File: config.mk
export PLATFORM = sky130hd
export DESIGN_NAME = csw_bank
export DESIGN_NICKNAME = d
export VERILOG_FILES = /design/src/csw_pkg.sv /design/src/csw_timebase.sv /design/src/csw_bank.sv
export VERILOG_INCLUDE_DIRS = /design/src
export SDC_FILE = /design/constraint.sdc
export NUM_CORES = 1
export LEC_CHECK = 0
export BUFFER_PORTS_ARGS = -buffer_cell sky130_fd_sc_hd__buf_4
export CORE_AREA = 2 2 193 195
export DETAILED_ROUTE_END_ITERATION = 12
export DIE_AREA = 0 0 195 197
export PLACE_DENSITY = 0.58
export SYNTH_ARGS = -nofsm -noshare
export SYNTH_HDL_FRONTEND = slang
export SYNTH_SLANG_ARGS = --single-unit
File: constraint.sdc
create_clock -name clk_i -period 3.9 [get_ports clk_i]
set_clock_uncertainty 0.05 [all_clocks]
set_input_delay 0.195 -clock clk_i [delete_from_list [all_inputs] [get_ports clk_i]]
set_output_delay 0.195 -clock clk_i [all_outputs]
set_load 0.05 [all_outputs]
File: src/csw_consts.svh
`ifndef CSW_CONSTS_SVH
`define CSW_CONSTS_SVH
`define CSW_CLK_HZ 100000000
`define CSW_TB0_PERIOD_MS 100
`define CSW_TB1_PERIOD_MS 200
`define CSW_TB2_PERIOD_MS 1000
`define CSW_HALF_CYCLES(ms) (((ms) * (`CSW_CLK_HZ / 1000)) / 2)
`define CSW_IRQ_UNIT_US 100
`define CSW_TICK_CYCLES (`CSW_IRQ_UNIT_US * (`CSW_CLK_HZ / 1000000))
`define CSW_IDX_TB 12'h0ff
`define CSW_IDX_RSVD_LO 12'h100
`define CSW_IDX_RSVD_HI 12'h105
`define CSW_IDX_IRQ_TIME 12'h106
`define CSW_IDX_IRQ_NUM 12'h107
`define CSW_IDX_SERIAL 12'h108
`define CSW_IDX_LINK 12'h109
`define CSW_IDX_CFG 12'h10a
`define CSW_WORD_RST 16'h0000
`define CSW_BUS_RST 32'h00000000
`define CSW_TB_N 3
`define CSW_AR_N 5
`define CSW_AR_LO 3
`define CSW_TR_HI 15
`define CSW_TR_LO 8
`define CSW_S_RERR 4
`define CSW_S_RDONE 6
`define CSW_S_ROVF 7
`define CSW_S_PERR 12
`define CSW_S_PDONE 14
`define CSW_S_POVF 15
`define CSW_STK_N 6
`define CSW_CFG_RS 0
`define CSW_CFG_GIO 1
`define CSW_IRQ_FLAG 1'h1
`define CSW_CODE_NONE 4'h0
`define CSW_TICK_MAX 16'hffff
`endif

File: src/csw_pkg.sv
package csw_pkg;
    typedef logic [15:0] csw_word_t;
    typedef logic [31:0] csw_bus_t;
    typedef enum logic {CSW_LINK_TERM, CSW_LINK_RS232} csw_link_e;
endpackage : csw_pkg

File: src/csw_timebase.sv
`timescale 1ns/1ps
module csw_timebase #(
    parameter int unsigned HALF = 32'h00000002
) (
    input wire logic clk_i,
    input wire logic rst_i,
    output logic pulse_o
);
    logic [31:0] cnt_r;
    logic wrap;

    assign wrap = (cnt_r == HALF - 32'h00000001);

    // free-running divider, equal high and low halves
    always_ff @(posedge clk_i) begin
        if (rst_i) begin
            cnt_r <= 32'h00000000;
        end else if (wrap) begin
            cnt_r <= 32'h00000000;
        end else begin
            cnt_r <= cnt_r + 32'h00000001;
        end
    end

    always_ff @(posedge clk_i) begin
        if (rst_i) begin
            pulse_o <= 1'h0;
        end else if (wrap) begin
            pulse_o <= ~pulse_o;
        end
    end
endmodule : csw_timebase

File: src/csw_bank.sv
// The implementer's own choice: the Wishbone slave port.
`timescale 1ns/1ps
`include "csw_consts.svh"
// Functional notes
// - word 255 bit 0: 0.1 s clock
// - word 255 bit 1: 0.2 s clock
// - word 255 bit 2: 1.0 s clock
// - bits 3-7 arithmetic flags, cleared at program end
// - word 262 longest handler time, 0.1 ms
// - word 263 longest handler number, bit 15 flag
// - word 264 bits 0-3 primary port error code
// - bit 4 primary port communications error
// - bit 5 primary port send ready
// - bit 6 primary port reception completed
// - bit 7 primary port reception overflow
// - bits 8-11 peripheral error code, general mode
// - bit 12 peripheral port communications error
// - bit 13 peripheral send ready, general mode
// - bit 14 peripheral reception completed, general mode
// - bit 15 peripheral reception overflow, general mode
// - word 265 terminal active and priority flags
// - word 265 receive count in serial mode
// - flags low until their condition arises
module csw_bank #(
    parameter int unsigned TB0_HALF = `CSW_HALF_CYCLES(`CSW_TB0_PERIOD_MS),
    parameter int unsigned TB1_HALF = `CSW_HALF_CYCLES(`CSW_TB1_PERIOD_MS),
    parameter int unsigned TB2_HALF = `CSW_HALF_CYCLES(`CSW_TB2_PERIOD_MS),
    parameter int unsigned IRQ_TICK = `CSW_TICK_CYCLES
) (
    input wire logic clk_i,
    input wire logic rst_i,
    input wire logic wb_cyc_i,
    input wire logic wb_stb_i,
    input wire logic wb_we_i,
    input wire logic [13:0] wb_adr_i,
    input wire logic [3:0] wb_sel_i,
    input wire csw_pkg::csw_bus_t wb_dat_i,
    output csw_pkg::csw_bus_t wb_dat_o,
    output logic wb_ack_o,
    output wire logic [2:0] tb_pulse_o,
    output logic [4:0] arith_flags_o,
    input wire logic prog_end_i,
    input wire logic [4:0] arith_set_i,
    input wire logic irq_start_i,
    input wire logic irq_end_i,
    input wire logic [7:0] irq_num_i,
    input wire logic rs_err_i,
    input wire logic [3:0] rs_err_code_i,
    input wire logic rs_send_ready_i,
    input wire logic rs_rx_done_i,
    input wire logic rs_rx_ovf_i,
    input wire logic rs_rx_byte_i,
    input wire logic pp_err_i,
    input wire logic [3:0] pp_err_code_i,
    input wire logic pp_send_ready_i,
    input wire logic pp_rx_done_i,
    input wire logic pp_rx_ovf_i,
    input wire logic [7:0] term_active_i,
    input wire logic [7:0] term_prio_i
);
    import csw_pkg::*;

    localparam int unsigned TB_HALF [`CSW_TB_N] = '{TB0_HALF, TB1_HALF, TB2_HALF};
    localparam int unsigned STK_POS [`CSW_STK_N] = '{`CSW_S_RERR, `CSW_S_RDONE, `CSW_S_ROVF,
                                                     `CSW_S_PERR, `CSW_S_PDONE, `CSW_S_POVF};

    logic [11:0] idx;
    logic req;
    logic wr_en;
    logic [15:0] wmask;
    logic wr_tb;
    logic wr_ser;
    logic wr_link;
    logic wr_cfg;
    csw_word_t rd_word;

    logic [7:0] tr_r;
    csw_link_e link_mode_r;
    logic gio_r;
    logic [5:0] stk_r;
    logic [5:0] stk_set;
    logic [5:0] stk_keep;
    logic [3:0] rs_code_r;
    logic [3:0] pp_code_r;
    logic rs_ready_r;
    logic pp_ready_r;
    csw_word_t ser_word;
    logic [7:0] term_act_r;
    logic [7:0] term_pri_r;
    csw_word_t rx_cnt_r;
    csw_word_t link_word;

    logic irq_busy_r;
    logic [31:0] sub_r;
    logic tick;
    csw_word_t ticks_r;
    logic [7:0] irq_cur_r;
    csw_word_t irq_max_r;
    csw_word_t irq_id_r;
    logic irq_new_max;

    // bus decode, one register per aligned word
    assign idx = wb_adr_i[13:2];
    assign req = wb_cyc_i & wb_stb_i;
    assign wr_en = req & wb_we_i & wb_ack_o;
    assign wmask = {{8{wb_sel_i[1]}}, {8{wb_sel_i[0]}}};
    assign wr_tb = wr_en && (idx == `CSW_IDX_TB);
    assign wr_ser = wr_en && (idx == `CSW_IDX_SERIAL);
    assign wr_link = wr_en && (idx == `CSW_IDX_LINK);
    assign wr_cfg = wr_en && (idx == `CSW_IDX_CFG);

    always_ff @(posedge clk_i) begin
        if (rst_i) begin
            wb_ack_o <= 1'h0;
        end else begin
            wb_ack_o <= req & ~wb_ack_o;
        end
    end

    always_ff @(posedge clk_i) begin
        if (rst_i) begin
            wb_dat_o <= `CSW_BUS_RST;
        end else if (req & ~wb_ack_o) begin
            wb_dat_o <= {`CSW_WORD_RST, rd_word};
        end
    end

    always_comb begin
        rd_word = `CSW_WORD_RST;
        if (idx == `CSW_IDX_TB) begin
            rd_word = {tr_r, arith_flags_o, tb_pulse_o};
        end else if (idx >= `CSW_IDX_RSVD_LO && idx <= `CSW_IDX_RSVD_HI) begin
            rd_word = `CSW_WORD_RST;
        end else if (idx == `CSW_IDX_IRQ_TIME) begin
            rd_word = irq_max_r;
        end else if (idx == `CSW_IDX_IRQ_NUM) begin
            rd_word = irq_id_r;
        end else if (idx == `CSW_IDX_SERIAL) begin
            rd_word = ser_word;
        end else if (idx == `CSW_IDX_LINK) begin
            rd_word = link_word;
        end else if (idx == `CSW_IDX_CFG) begin
            rd_word = {14'h0000, gio_r, link_mode_r};
        end
    end

    // timebase dividers
    for (genvar g = 0; g < `CSW_TB_N; g++) begin : g_tb
        csw_timebase #(
            .HALF(TB_HALF[g])
        ) u_tb (
            .clk_i(clk_i),
            .rst_i(rst_i),
            .pulse_o(tb_pulse_o[g])
        );
    end

    // arithmetic flags: set beats write beats end-of-program clear
    for (genvar b = 0; b < `CSW_AR_N; b++) begin : g_arith
        always_ff @(posedge clk_i) begin
            if (rst_i) begin
                arith_flags_o[b] <= 1'h0;
            end else if (arith_set_i[b]) begin
                arith_flags_o[b] <= 1'h1;
            end else if (wr_tb && wmask[`CSW_AR_LO + b]) begin
                arith_flags_o[b] <= wb_dat_i[`CSW_AR_LO + b];
            end else if (prog_end_i) begin
                arith_flags_o[b] <= 1'h0;
            end
        end
    end

    // branch scratch bits, plain storage for the program
    always_ff @(posedge clk_i) begin
        if (rst_i) begin
            tr_r <= 8'h00;
        end else if (wr_tb && wb_sel_i[1]) begin
            tr_r <= wb_dat_i[`CSW_TR_HI:`CSW_TR_LO];
        end
    end

    // mode configuration
    always_ff @(posedge clk_i) begin
        if (rst_i) begin
            link_mode_r <= CSW_LINK_TERM;
            gio_r <= 1'h0;
        end else if (wr_cfg && wb_sel_i[0]) begin
            link_mode_r <= csw_link_e'(wb_dat_i[`CSW_CFG_RS]);
            gio_r <= wb_dat_i[`CSW_CFG_GIO];
        end
    end

    // sticky serial flags, write one to clear, set wins
    assign stk_set = {pp_rx_ovf_i, pp_rx_done_i, pp_err_i, rs_rx_ovf_i, rs_rx_done_i, rs_err_i};
    assign stk_keep = {gio_r, gio_r, 1'h1, 1'h1, 1'h1, 1'h1};

    for (genvar s = 0; s < `CSW_STK_N; s++) begin : g_stk
        always_ff @(posedge clk_i) begin
            if (rst_i) begin
                stk_r[s] <= 1'h0;
            end else begin
                stk_r[s] <= stk_keep[s] & (stk_set[s] |
                    (stk_r[s] & ~(wr_ser & wmask[STK_POS[s]] & wb_dat_i[STK_POS[s]])));
            end
        end
    end

    // error codes follow the error event, cleared with their flag
    always_ff @(posedge clk_i) begin
        if (rst_i) begin
            rs_code_r <= `CSW_CODE_NONE;
        end else if (rs_err_i) begin
            rs_code_r <= rs_err_code_i;
        end else if (wr_ser && wmask[`CSW_S_RERR] && wb_dat_i[`CSW_S_RERR]) begin
            rs_code_r <= `CSW_CODE_NONE;
        end
    end

    always_ff @(posedge clk_i) begin
        if (rst_i) begin
            pp_code_r <= `CSW_CODE_NONE;
        end else if (!gio_r) begin
            pp_code_r <= `CSW_CODE_NONE;
        end else if (pp_err_i) begin
            pp_code_r <= pp_err_code_i;
        end else if (wr_ser && wmask[`CSW_S_PERR] && wb_dat_i[`CSW_S_PERR]) begin
            pp_code_r <= `CSW_CODE_NONE;
        end
    end

    always_ff @(posedge clk_i) begin
        if (rst_i) begin
            rs_ready_r <= 1'h0;
            pp_ready_r <= 1'h0;
        end else begin
            rs_ready_r <= rs_send_ready_i;
            pp_ready_r <= gio_r & pp_send_ready_i;
        end
    end

    assign ser_word = {stk_r[5], stk_r[4], pp_ready_r, stk_r[3], pp_code_r,
                       stk_r[2], stk_r[1], rs_ready_r, stk_r[0], rs_code_r};

    // terminal link flags and receive counter
    always_ff @(posedge clk_i) begin
        if (rst_i) begin
            term_act_r <= 8'h00;
            term_pri_r <= 8'h00;
        end else begin
            term_act_r <= term_active_i;
            term_pri_r <= term_prio_i;
        end
    end

    always_ff @(posedge clk_i) begin
        if (rst_i) begin
            rx_cnt_r <= `CSW_WORD_RST;
        end else if (link_mode_r == CSW_LINK_RS232 && rs_rx_byte_i) begin
            rx_cnt_r <= wr_link ? 16'h0001 : rx_cnt_r + 16'h0001;
        end else if (wr_link) begin
            rx_cnt_r <= `CSW_WORD_RST;
        end
    end

    assign link_word = (link_mode_r == CSW_LINK_RS232) ? rx_cnt_r : {term_pri_r, term_act_r};

    // interrupt handler timing in 0.1 ms ticks
    assign tick = (sub_r == IRQ_TICK - 32'h00000001);
    assign irq_new_max = irq_end_i && irq_busy_r && (ticks_r > irq_max_r);

    always_ff @(posedge clk_i) begin
        if (rst_i) begin
            irq_busy_r <= 1'h0;
            irq_cur_r <= 8'h00;
        end else if (irq_start_i) begin
            irq_busy_r <= 1'h1;
            irq_cur_r <= irq_num_i;
        end else if (irq_end_i) begin
            irq_busy_r <= 1'h0;
        end
    end

    always_ff @(posedge clk_i) begin
        if (rst_i || irq_start_i || tick) begin
            sub_r <= 32'h00000000;
        end else if (irq_busy_r) begin
            sub_r <= sub_r + 32'h00000001;
        end
    end

    always_ff @(posedge clk_i) begin
        if (rst_i || irq_start_i) begin
            ticks_r <= `CSW_WORD_RST;
        end else if (irq_busy_r && tick && ticks_r != `CSW_TICK_MAX) begin
            ticks_r <= ticks_r + 16'h0001;
        end
    end

    always_ff @(posedge clk_i) begin
        if (rst_i) begin
            irq_max_r <= `CSW_WORD_RST;
            irq_id_r <= `CSW_WORD_RST;
        end else if (irq_new_max) begin
            irq_max_r <= ticks_r;
            irq_id_r <= {`CSW_IRQ_FLAG, 7'h00, irq_cur_r};
        end
    end
endmodule : csw_bank

==> results of run 1 <==
cell families after synthesis:
| group | synth area share (%) |
|---|---|
| fa+ha+maj | 2.327 |
| buf+inv | 4.315 |
| xor+xnor | 10.29 |
| simple gates | 26.59 |
| compound gates | 6.990 |
| mux | 5.298 |
| other cells | 0.03170 |
| flops | 44.16 |
registers in the layout, indices dropped and copies added (netlist names), 9 cells and up:
register         count
g_tb.u_tb.cnt_r     96
sub_r               32
irq_max_r           16
rx_cnt_r            16
ticks_r             16
wb_dat_o            16
irq_id_r             9
metrics by stage:
stage,power (W),std cells,instance area [um^2],hold slack [ns]
finish,0.005844,1997,14780,0.03329
global route,0.006069,1997,14780,0.02689
CTS,0.005931,1997,14780,0.003553
detailed placement,0.003142,1862,12980,0.3620
global placement,0.003140,1862,12980,0.3540
floorplan,0.003012,1350,11890,0.2572
worst max path at each step:
stage          cells past startpoint  slack [ns]               end          start
2_1_floorplan                      9        1.64       irq_id_r[5]  irq_max_r[14]
3_3_place_gp                       6        1.35       rx_cnt_r[7]   wb_adr_i[11]
3_5_place_dp                       6        1.31         sub_r[12]       sub_r[0]
4_1_cts                            9        0.89  arith_flags_o[2]    wb_adr_i[2]
5_1_grt                            9        0.63  arith_flags_o[2]    wb_adr_i[2]
6_report                           9        0.84  arith_flags_o[2]    wb_adr_i[2]
repair_timing:
item | 4_1_cts | 5_1_grt
hold endpoints to repair | 65 | 0
hold buffers | 86 | 0
resized for setup | 0 | 0
endpoints found under the setup margin | 0 | 0
buffers inserted | 0 | 0
layout make-up:
class | count | area share (%)
clock inverter | 5 | 0.5842
multi-input combinational | 983 | 41.78
tap | 468 | 3.963
sequential | 261 | 35.36
inverter | 35 | 0.8891
clock buffer | 44 | 5.758
timing repair buffer | 201 | 11.67
where the power goes:
part / switching [W] / total (W) / internal [W]
Sequential: 0.0000310 / 0.00274 / 0.00271
Combinational: 0.000233 / 0.000420 / 0.000187
Clock: 0.00107 / 0.00268 / 0.00162
Total: 0.00133 / 0.00584 / 0.00451
per-layer routing:
layer / global-route usage [%] / part of all wire (%)
met2: 24.74 / 46
met5: 0 / 0.056
met4: 3.704 / 1.9
met1: 19.64 / 47
met3: 2.669 / 4.8
cell usage in the layout (no fill, tap or decap), types with 22 or more instances in the layout:
master	synthesis	final
dlygate4sd3_1	0	86
and3_1	26	26
nor2_1	261	261
nand4_1	49	49
xnor2_1	51	51
mux2i_1	48	48
dfxtp_1	261	261
nor3_1	30	30
inv_1	35	35
ha_1	22	22
nand2_1	78	78
buf_4	19	115
a21oi_1	34	34
clkbuf_16	0	28
xor2_1	88	88
o21ai_0	23	23
nand3_1	53	53
worst reg2reg max path, stage by stage, from the launching register on:
cell           delay (ns)
dfxtp_1              0.36
nand2_1              0.07
nor2_1               0.09
buf_4                0.25
and3_1               0.45
nor3b_1              0.10
a211oi_1             0.24
dlygate4sd3_1        0.59
nor2_1               0.04
dlygate4sd3_1        0.55
==> out/results.ini, run 1 <==
[status]
status = finished clean

[global_route]
grt_overflow = 0
grt_pass1_vias = 9409
antenna_found_initial = 1
grt_pass1_wl_um = 47290
grt_usage_pct = 14.76
grt_max_degree = 47

[synthesis]
synth.yosys.seq_area_share_pct = 44.16
synthTopCellsByArea = dfxtp_1 (44%), nor2_1 (8.3%), xor2_1 (6.5%), mux2i_1 (4.1%), xnor2_1 (3.8%)
synth.distinct_cells = 59
synth-edff-count = 0
synth_top_cell_by_area = dfxtp_1
synth_top_area_share_pct = 44.16
syn-cell-area_mm2 = 0.01183
yosysWarnings = 0
synth_commonest_cells = dfxtp_1 (261), nor2_1 (261), xor2_1 (88), nand2_1 (78), nand3_1 (53)
async_flop_share_pct = 0
synth_seq_cells = 261
synthCells = 1335
synthFlopType = dfxtp_1
syn_area_per_cell_um2 = 8.862

[hold_path]
whs_endpoint = irq_busy_r
hp-start = irq_end_i
hp-class = in -> reg
min_path_cells = 4

[timing]
setup_tns_ns = 0
relSlewSlack_pct = 30.71
fmax_ghz = 0.3269
fin_crit_sh_pct = 78.43
rsz0062_at_grt = false
final-max-slew-violation-count = 0
finalSetupViolCount = 0
fin_crit_ns = 3.059
worst_pin_slew_ns = 1.037
final-hold-violation-count = 0
fin_ws_ns = 0.8411

[cells_and_area]
area_delta_synth_final_pct = 24.89
multiInputGateArea_mm2 = 0.006173
regArea_mm2 = 0.005225
layout.nets = 1636
fillerInstances = 3610
diodes = 0
final_util_pct = 40.75
drive_above_1_share_pct = 12.88

[cts]
cts_made_buffers = 28
clockBufferDepth = 3
cts.clk_slew.worst_paths_ns = 0.06
cts.sinks = 261
h-tree-depth = 1
clk_latency_ns = 0.55
cts_tree = yes
root_buffer = clkbuf_16

[detailed_routing]
routed_via_density = 4.846
postRouteAntennaNets = 0
drcViolationCount = 0
routedWlPerCell_um = 14.37
drt_wl_total_um = 28700
drt_pass1_iterations = 5
dr.first_iter.drc_count = 584
vias = 9677

[placed_design]
gp_congestion = 0.8074
place_ws_ns = 1.305
dp_hpwl_um = 19870
port_buffers = 107

[critical_path]
crit_path_frequent_cell = dlygate4sd3_1
cp-end-kind = register
crit_path_max_incr_delay_ns = 0.73
worstSetupStartpointType = input port
worstReg2RegEnd = arith_flags_o[2]
critical_path.top_delay_family = simple AND/OR/NAND/NOR gates
crit_chain = buf_4, nand4b_1, nor4bb_4, and3_1, nor3b_1, a211oi_1, dlygate4sd3_1, nor2_1, dlygate4sd3_1
rr_worst_depth = 9
cp_data_required_time_ns = 4.29
ff2ff_setup_slack_ns = 1.00
r2r-start = wb_ack_o
cp_data_arrival_time_ns = 3.45
slowest_stage = nor4bb_4
crit_fanout = 29
critical_path_class = in -> reg
critPathBufInv = 3

[power]
p_leak_nw = 5.413
power.density_mw_per_mm2 = 395.5
ir_drop_mv = 0.2480

[floorplanning]
chipWidth_um = 195
start_util_pct = 32.63
core-area_mm2 = 0.03626
dieArea_mm2 = 0.03842
num_io_pins = 145
die_h_um = 197
rows = 70

[flow_run]
cap_violations = 0

No activity file was read; power rests on OpenSTA's default activity.
==> inputs of run 2 (changes only) <==
Settings changed: ABC_AREA set to 1, CORE_AREA 2 2 193 195 to 2 2 207 209, DIE_AREA 0 0 195 197 to 0 0 209 211, PLACE_DENSITY 0.58 to 0.59.
Clock period 3.9 ns to 2.7 ns, I/O delays scaled along.
==> out/results.ini, run 2 <==
[status]
status = finished clean

[floorplanning]
die_h_um = 211  ; +7.1%
core-area_mm2 = 0.04176  ; +15%
num_io_pins = 145  ; unchanged
start_util_pct = 32.58  ; -0.054 points
chipWidth_um = 209  ; +7.2%
rows = 75  ; +7.1%
dieArea_mm2 = 0.04410  ; +15%

[power]
ir_drop_mv = 0.4355  ; +76%
p_leak_nw = 6.491  ; +20%
power.density_mw_per_mm2 = 535.1  ; +35%

[cts]
clockBufferDepth = 3  ; unchanged
cts.sinks = 261  ; unchanged
cts_tree = yes
cts_resized = 0  ; unchanged
cts_made_buffers = 29  ; +3.6%
cts.clk_slew.worst_paths_ns = 0.06  ; about the same
h-tree-depth = 1  ; unchanged
clk_latency_ns = 0.56  ; about the same
root_buffer = clkbuf_16

[detailed_routing]
drt_pass1_iterations = 5  ; unchanged
drcViolationCount = 0  ; unchanged
postRouteAntennaNets = 0  ; unchanged
routed_via_density = 4.815  ; -0.64%
routedWlPerCell_um = 13.84  ; -3.7%
dr.first_iter.drc_count = 701  ; +20%
drt_wl_total_um = 37510  ; +31%
vias = 13050  ; +35%

[synthesis]
synthCells = 1949  ; +46%
async_flop_share_pct = 0  ; unchanged
synth_seq_cells = 261  ; unchanged
synth_commonest_cells = nand2_1 (387), dfxtp_1 (261), inv_1 (255), nor2_1 (220), a21oi_1 (147)
synth.most_common_cell = nand2_1
synth_top_area_share_pct = 38.41  ; -5.8 points
synth.yosys.seq_area_share_pct = 38.41  ; -5.8 points
synth_top_cell_by_area = dfxtp_1
yosysWarnings = 0  ; unchanged
synth.distinct_cells = 52  ; -12%
synth-edff-count = 0  ; unchanged
synthFlopType = dfxtp_1
syn-cell-area_mm2 = 0.01360  ; +15%
synthTopCellsByArea = dfxtp_1 (38%), nand2_1 (11%), inv_1 (7.0%), nor2_1 (6.1%), a21oi_1 (5.4%)
syn_area_per_cell_um2 = 6.980  ; -21%

[critical_path]
rr_worst_depth = 11  ; +2
crit_fanout = 4  ; -86%
cp-end-kind = register
worstSetupStartpointType = register
critical_path_class = reg -> reg
cp_data_arrival_time_ns = 2.91  ; -0.54 ns
r2r-start = wb_ack_o
worstReg2RegEnd = arith_flags_o[2]
cp_data_required_time_ns = 3.15  ; -1.14 ns
ff2ff_setup_slack_ns = 0.23  ; -0.77 ns

[hold_path]
whs_endpoint = arith_flags_o[1]
min_path_cells = 7  ; +3
hp-class = in -> reg
hp-start = wb_sel_i[0]

[timing]
fmax_ghz = 0.4056
fin_crit_ns = 2.465
worst_pin_slew_ns = 0.7813  ; -0.2555 ns
setup_tns_ns = 0  ; unchanged
finalSetupViolCount = 0  ; unchanged
fin_crit_sh_pct = 91.31
final-max-slew-violation-count = 0  ; unchanged
rsz0062_at_grt = false
final-hold-violation-count = 0  ; unchanged
relSlewSlack_pct = 47.18  ; +16 points

[global_route]
grt_pass1_wl_um = 61920  ; +31%
grt_overflow = 0  ; unchanged
grt_max_degree = 64  ; +36%
grt_pass1_vias = 12450  ; +32%
grt_usage_pct = 16.96  ; +2.2 points
antenna_found_initial = 0  ; -1

[placed_design]
gp_congestion = 0.8863  ; +9.8%
port_buffers = 107  ; unchanged
dp_hpwl_um = 27700  ; +39%

[cells_and_area]
drive_above_1_share_pct = 12.90  ; +0.013 points
area_delta_synth_final_pct = 24.45
layout_common_cells = nand2_1 (387), dfxtp_1 (261), inv_1 (255), nor2_1 (219), a21oi_1 (147)
final_util_pct = 40.54  ; -0.21 points
regArea_mm2 = 0.005225  ; unchanged
layout.nets = 2275  ; +39%
regMostFlops = g_tb.u_tb.cnt_r
multiInputGateArea_mm2 = 0.007043  ; +14%
final_common_cell = nand2_1
diodes = 0  ; unchanged
fillerInstances = 4274  ; +18%
reg_top3 = g_tb.u_tb.cnt_r x96, sub_r x32
largest_reg_flops = 96  ; unchanged

[flow_run]
cap_violations = 0  ; unchanged

==> run 2: power by group <==
group	total, W	switching, W	internal (W)
sequential	0.00396	0.0000499	0.00391
clock	0.00447	0.00165	0.00282
combinational	0.000624	0.000361	0.000263
total	0.00906	0.00206	0.00699
==> run 2: cell type report <==
class,count,share of cell area [%]
multi-input combinational,1372,41.60
clock buffer,37,4.878
timing repair buffer,220,11.20
tap,539,3.984
inverter,265,5.905
sequential,261,30.86
clock inverter,16,1.559
==> run 2: how the worst max path moves through the flow <==
stage | from | endpoint | slack, ns
global route | wb_ack_o | arith_flags_o[2] | 0.12
global placement | g_tb[2].u_tb.cnt_r[0] | g_tb[2].u_tb.cnt_r[19] | 0.57
detailed placement | g_tb[2].u_tb.cnt_r[0] | g_tb[2].u_tb.cnt_r[19] | 0.49
floorplan | irq_max_r[9] | irq_max_r[15] | 0.92
CTS | wb_ack_o | arith_flags_o[2] | 0.02
finish | wb_ack_o | arith_flags_o[2] | 0.23
==> run 2: per-layer routing <==
metal | up-vias | track usage, % | part of all wire (%)
met5 | - | 0 | 0
met4 | 0 | 4.951 | 2.3
met3 | 49 | 1.695 | 3.6
met2 | 230 | 29.69 | 47
met1 | 6054 | 22.14 | 47
li1 | 6715 | - | -
==> run 2: timing repair <==
| action | CTS | global route |
|---|---|---|
| setup endpoints to repair | 0 | 1 |
| endpoints found under the hold margin | 59 | 0 |
| hold buffers | 93 | 0 |
| setup buffers | 0 | 2 |
==> run 2: cells by family (layout without fill, tap and decap cells) <==
group           count (synthesis)  in the layout  share of synthesized area (%)
mux                             4              4                         0.2943
flops                         261            261                          38.41
buf+inv                       331            538                          10.25
other cells                     1             16                        0.02757
simple gates                 1021           1021                          35.46
compound gates                252            252                          9.869
xor+xnor                       57             57                          3.670
fa+ha+maj                      22             22                          2.024
==> run 2: worst max-delay path, cell delays in order (launching register included) <==
cell           delay, ns
dfxtp_1             0.39
nand4_1             0.10
buf_4               0.17
inv_1               0.10
nand2_1             0.11
nor2_1              0.18
a21oi_1             0.08
dlygate4sd3_1       0.55
nand2_1             0.06
nand2_1             0.04
inv_1               0.05
dlygate4sd3_1       0.53
==> run 2: metrics by stage <==
step	hold slack, ns	area, um^2	total power, W	instances	setup WS (ns)
floorplan	0.1920	13660	0.004354	1964	0.9233
global placement	0.2955	14890	0.004557	2562	0.5676
detailed placement	0.2918	14890	0.004561	2562	0.4878
CTS	0.02407	16910	0.009164	2708	0.02418
global route	0.07562	16930	0.009385	2710	0.1152
finish	0.05168	16930	0.009059	2710	0.2345
==> inputs of run 3 (changes only) <==
Settings changed: CELL_PAD_IN_SITES_DETAIL_PLACEMENT set to 0, CELL_PAD_IN_SITES_GLOBAL_PLACEMENT set to 1, PLACE_DENSITY 0.59 to 0.74.
==> out/results.ini, run 3 (synthesized netlist as in run 2, its figures left out) <==
[cells_and_area]
regMostFlops = g_tb.u_tb.cnt_r
diodes = 0  ; unchanged
reg_top3 = g_tb.u_tb.cnt_r x96, sub_r x32
largest_reg_flops = 96  ; unchanged
final_common_cell = nand2_1
layout.nets = 2298  ; +1.0%
drive_above_1_share_pct = 13.25  ; +0.35 points
area_delta_synth_final_pct = 26.35
fillerInstances = 4245  ; -0.68%
layout_common_cells = nand2_1 (386), dfxtp_1 (261), inv_1 (255), nor2_1 (219), a21oi_1 (147)

[global_route]
antenna_found_initial = 0  ; unchanged
grt_usage_pct = 17.81  ; +0.85 points
grt_pass1_vias = 12740  ; +2.4%
grt_pass1_wl_um = 64530  ; +4.2%
grt_max_degree = 64  ; unchanged
grt_overflow = 0  ; unchanged

[cts]
cts_made_buffers = 31  ; +6.9%
cts_tree = yes
clk_latency_ns = 0.57  ; about the same
cts.sinks = 261  ; unchanged
root_buffer = clkbuf_16
cts_setup_buffers = 0  ; unchanged
clockBufferDepth = 3  ; unchanged
h-tree-depth = 1  ; unchanged
cts.clk_slew.worst_paths_ns = 0.06  ; about the same

[timing]
final-hold-violation-count = 0  ; unchanged
final-max-slew-violation-count = 0  ; unchanged
setup_tns_ns = 0  ; unchanged
finalSetupViolCount = 0  ; unchanged
relSlewSlack_pct = 50.98  ; +3.8 points
rsz0062_at_grt = false
fin_crit_sh_pct = 91.33  ; about the same
fmax_ghz = 0.4055  ; about the same
worst_pin_slew_ns = 0.7353  ; -0.04594 ns
fin_crit_ns = 2.466  ; +0.0004670 ns

[flow_run]
cap_violations = 0  ; unchanged

[floorplanning]
core-area_mm2 = 0.04176  ; unchanged
num_io_pins = 145  ; unchanged
start_util_pct = 32.58  ; unchanged
rows = 75  ; unchanged
chipWidth_um = 209  ; unchanged
dieArea_mm2 = 0.04410  ; unchanged
die_h_um = 211  ; unchanged

[detailed_routing]
drt_wl_total_um = 39360  ; +4.9%
dr.first_iter.drc_count = 782  ; +12%
routedWlPerCell_um = 14.39  ; +4.0%
vias = 13210  ; +1.3%
routed_via_density = 4.831  ; +0.34%
drt_pass1_iterations = 7  ; +2
drcViolationCount = 0  ; unchanged
postRouteAntennaNets = 0  ; unchanged

[critical_path]
crit_path_max_incr_delay_ns = 0.60  ; +0.05 ns
cp-end-kind = register
worstSetupStartpointType = register
critical_path.top_delay_family = buffers and inverters
cp_data_arrival_time_ns = 2.86  ; -0.05 ns
crit_chain = nand4_1, inv_1, nand2_1, inv_1, nand4_1, nand2_1, inv_1, nand2_1, a21oi_1, dlygate4sd3_1
crit_fanout = 4  ; unchanged
cp_data_required_time_ns = 3.09  ; -0.06 ns
critical_path_class = reg -> reg
slowest_stage = dlygate4sd3_1
critPathBufInv = 4  ; -1

[power]
ir_drop_mv = 0.4479  ; +2.8%
power_w = 0.009359  ; +3.3%
p_leak_nw = 6.620  ; +2.0%
power.density_mw_per_mm2 = 544.5  ; +1.8%

[placed_design]
dp_hpwl_um = 29110  ; +5.1%
gp_congestion = 0.8291  ; -6.5%
port_buffers = 107  ; unchanged

[hold_path]
hp-class = in -> reg

[status]
status = finished clean

-- run 3: cell types whose count changed in the layout (fill, tap and decap cells not counted), sizes merged --
cell,change
clkinvlp,+1
clkbuf,-1
clkinv,+2
bufinv,+2
buf,+7
dlygate4sd3,+14
-- run 3: worst paths after layout --
path / start / endpoint / slack [ns] / cells after the start
setup / recovery: wb_ack_o / rs_code_r[1] / 0.23 / 10
setup reg to reg: wb_ack_o / rs_code_r[1] / 0.23 / 10
hold reg to reg: g_tb[2].u_tb.cnt_r[0] / g_tb[2].u_tb.cnt_r[0] / 0.40 / 1
hold / removal: wb_sel_i[1] / tr_r[2] / 0.04 / 4
-- run 3: metrics by stage --
stage / hold WS (ns) / setup slack, ns / util [%] / cells / cell area, um^2
after detailed placement: 0.2908 / 0.5502 / 35.80 / 2571 / 14950
after CTS: 0.03807 / 0.1138 / 41.15 / 2735 / 17190
final: 0.04146 / 0.2341 / 41.16 / 2735 / 17190
after floorplan: 0.1920 / 0.9233 / - / 1964 / 13660
after global placement: 0.2952 / 0.5808 / 35.80 / 2571 / 14950
after global routing: 0.04117 / 0.05787 / 41.16 / 2735 / 17190
-- run 3: layout make-up --
class | count | area, um^2 | area share (%)
repair buffers | 241 | 2077 | 12.08
multi-input cells | 1372 | 7046 | 40.99
well taps | 539 | 674.4 | 3.924
clock buffers | 36 | 824.5 | 4.797
clock inverters | 21 | 341.6 | 1.987
inverters | 265 | 999.7 | 5.816
flip-flops and latches | 261 | 5225 | 30.40
-- run 3: routing by layer --
layer  up-vias  global-route usage, %  part of all wire [%]
li1       6782                      -                     -
met2       232                  31.16                    47
met3        37                  2.156                   3.8
met5         -                      0                     0
met4         0                  4.064                   1.5
met1      6162                  23.44                    48
-- run 3: where the power goes --
group          switching [W]  internal [W]  leakage, nW  total [W]
logic               0.000370      0.000270         3.93   0.000641
registers          0.0000471       0.00391         2.12    0.00396
clock network        0.00172       0.00303        0.569    0.00476
-- run 3: repair_timing --
action	CTS	global route
setup endpoints to repair	0	4
hold buffers	107	0
endpoints found under the hold margin	60	0
resized for setup	0	1
-- run 3: tightest hold or removal path: stages --
cell and delay [ns]:
buf_4 0.12, nand2_2 0.21, nor3_1 0.08, nor2_1 0.08
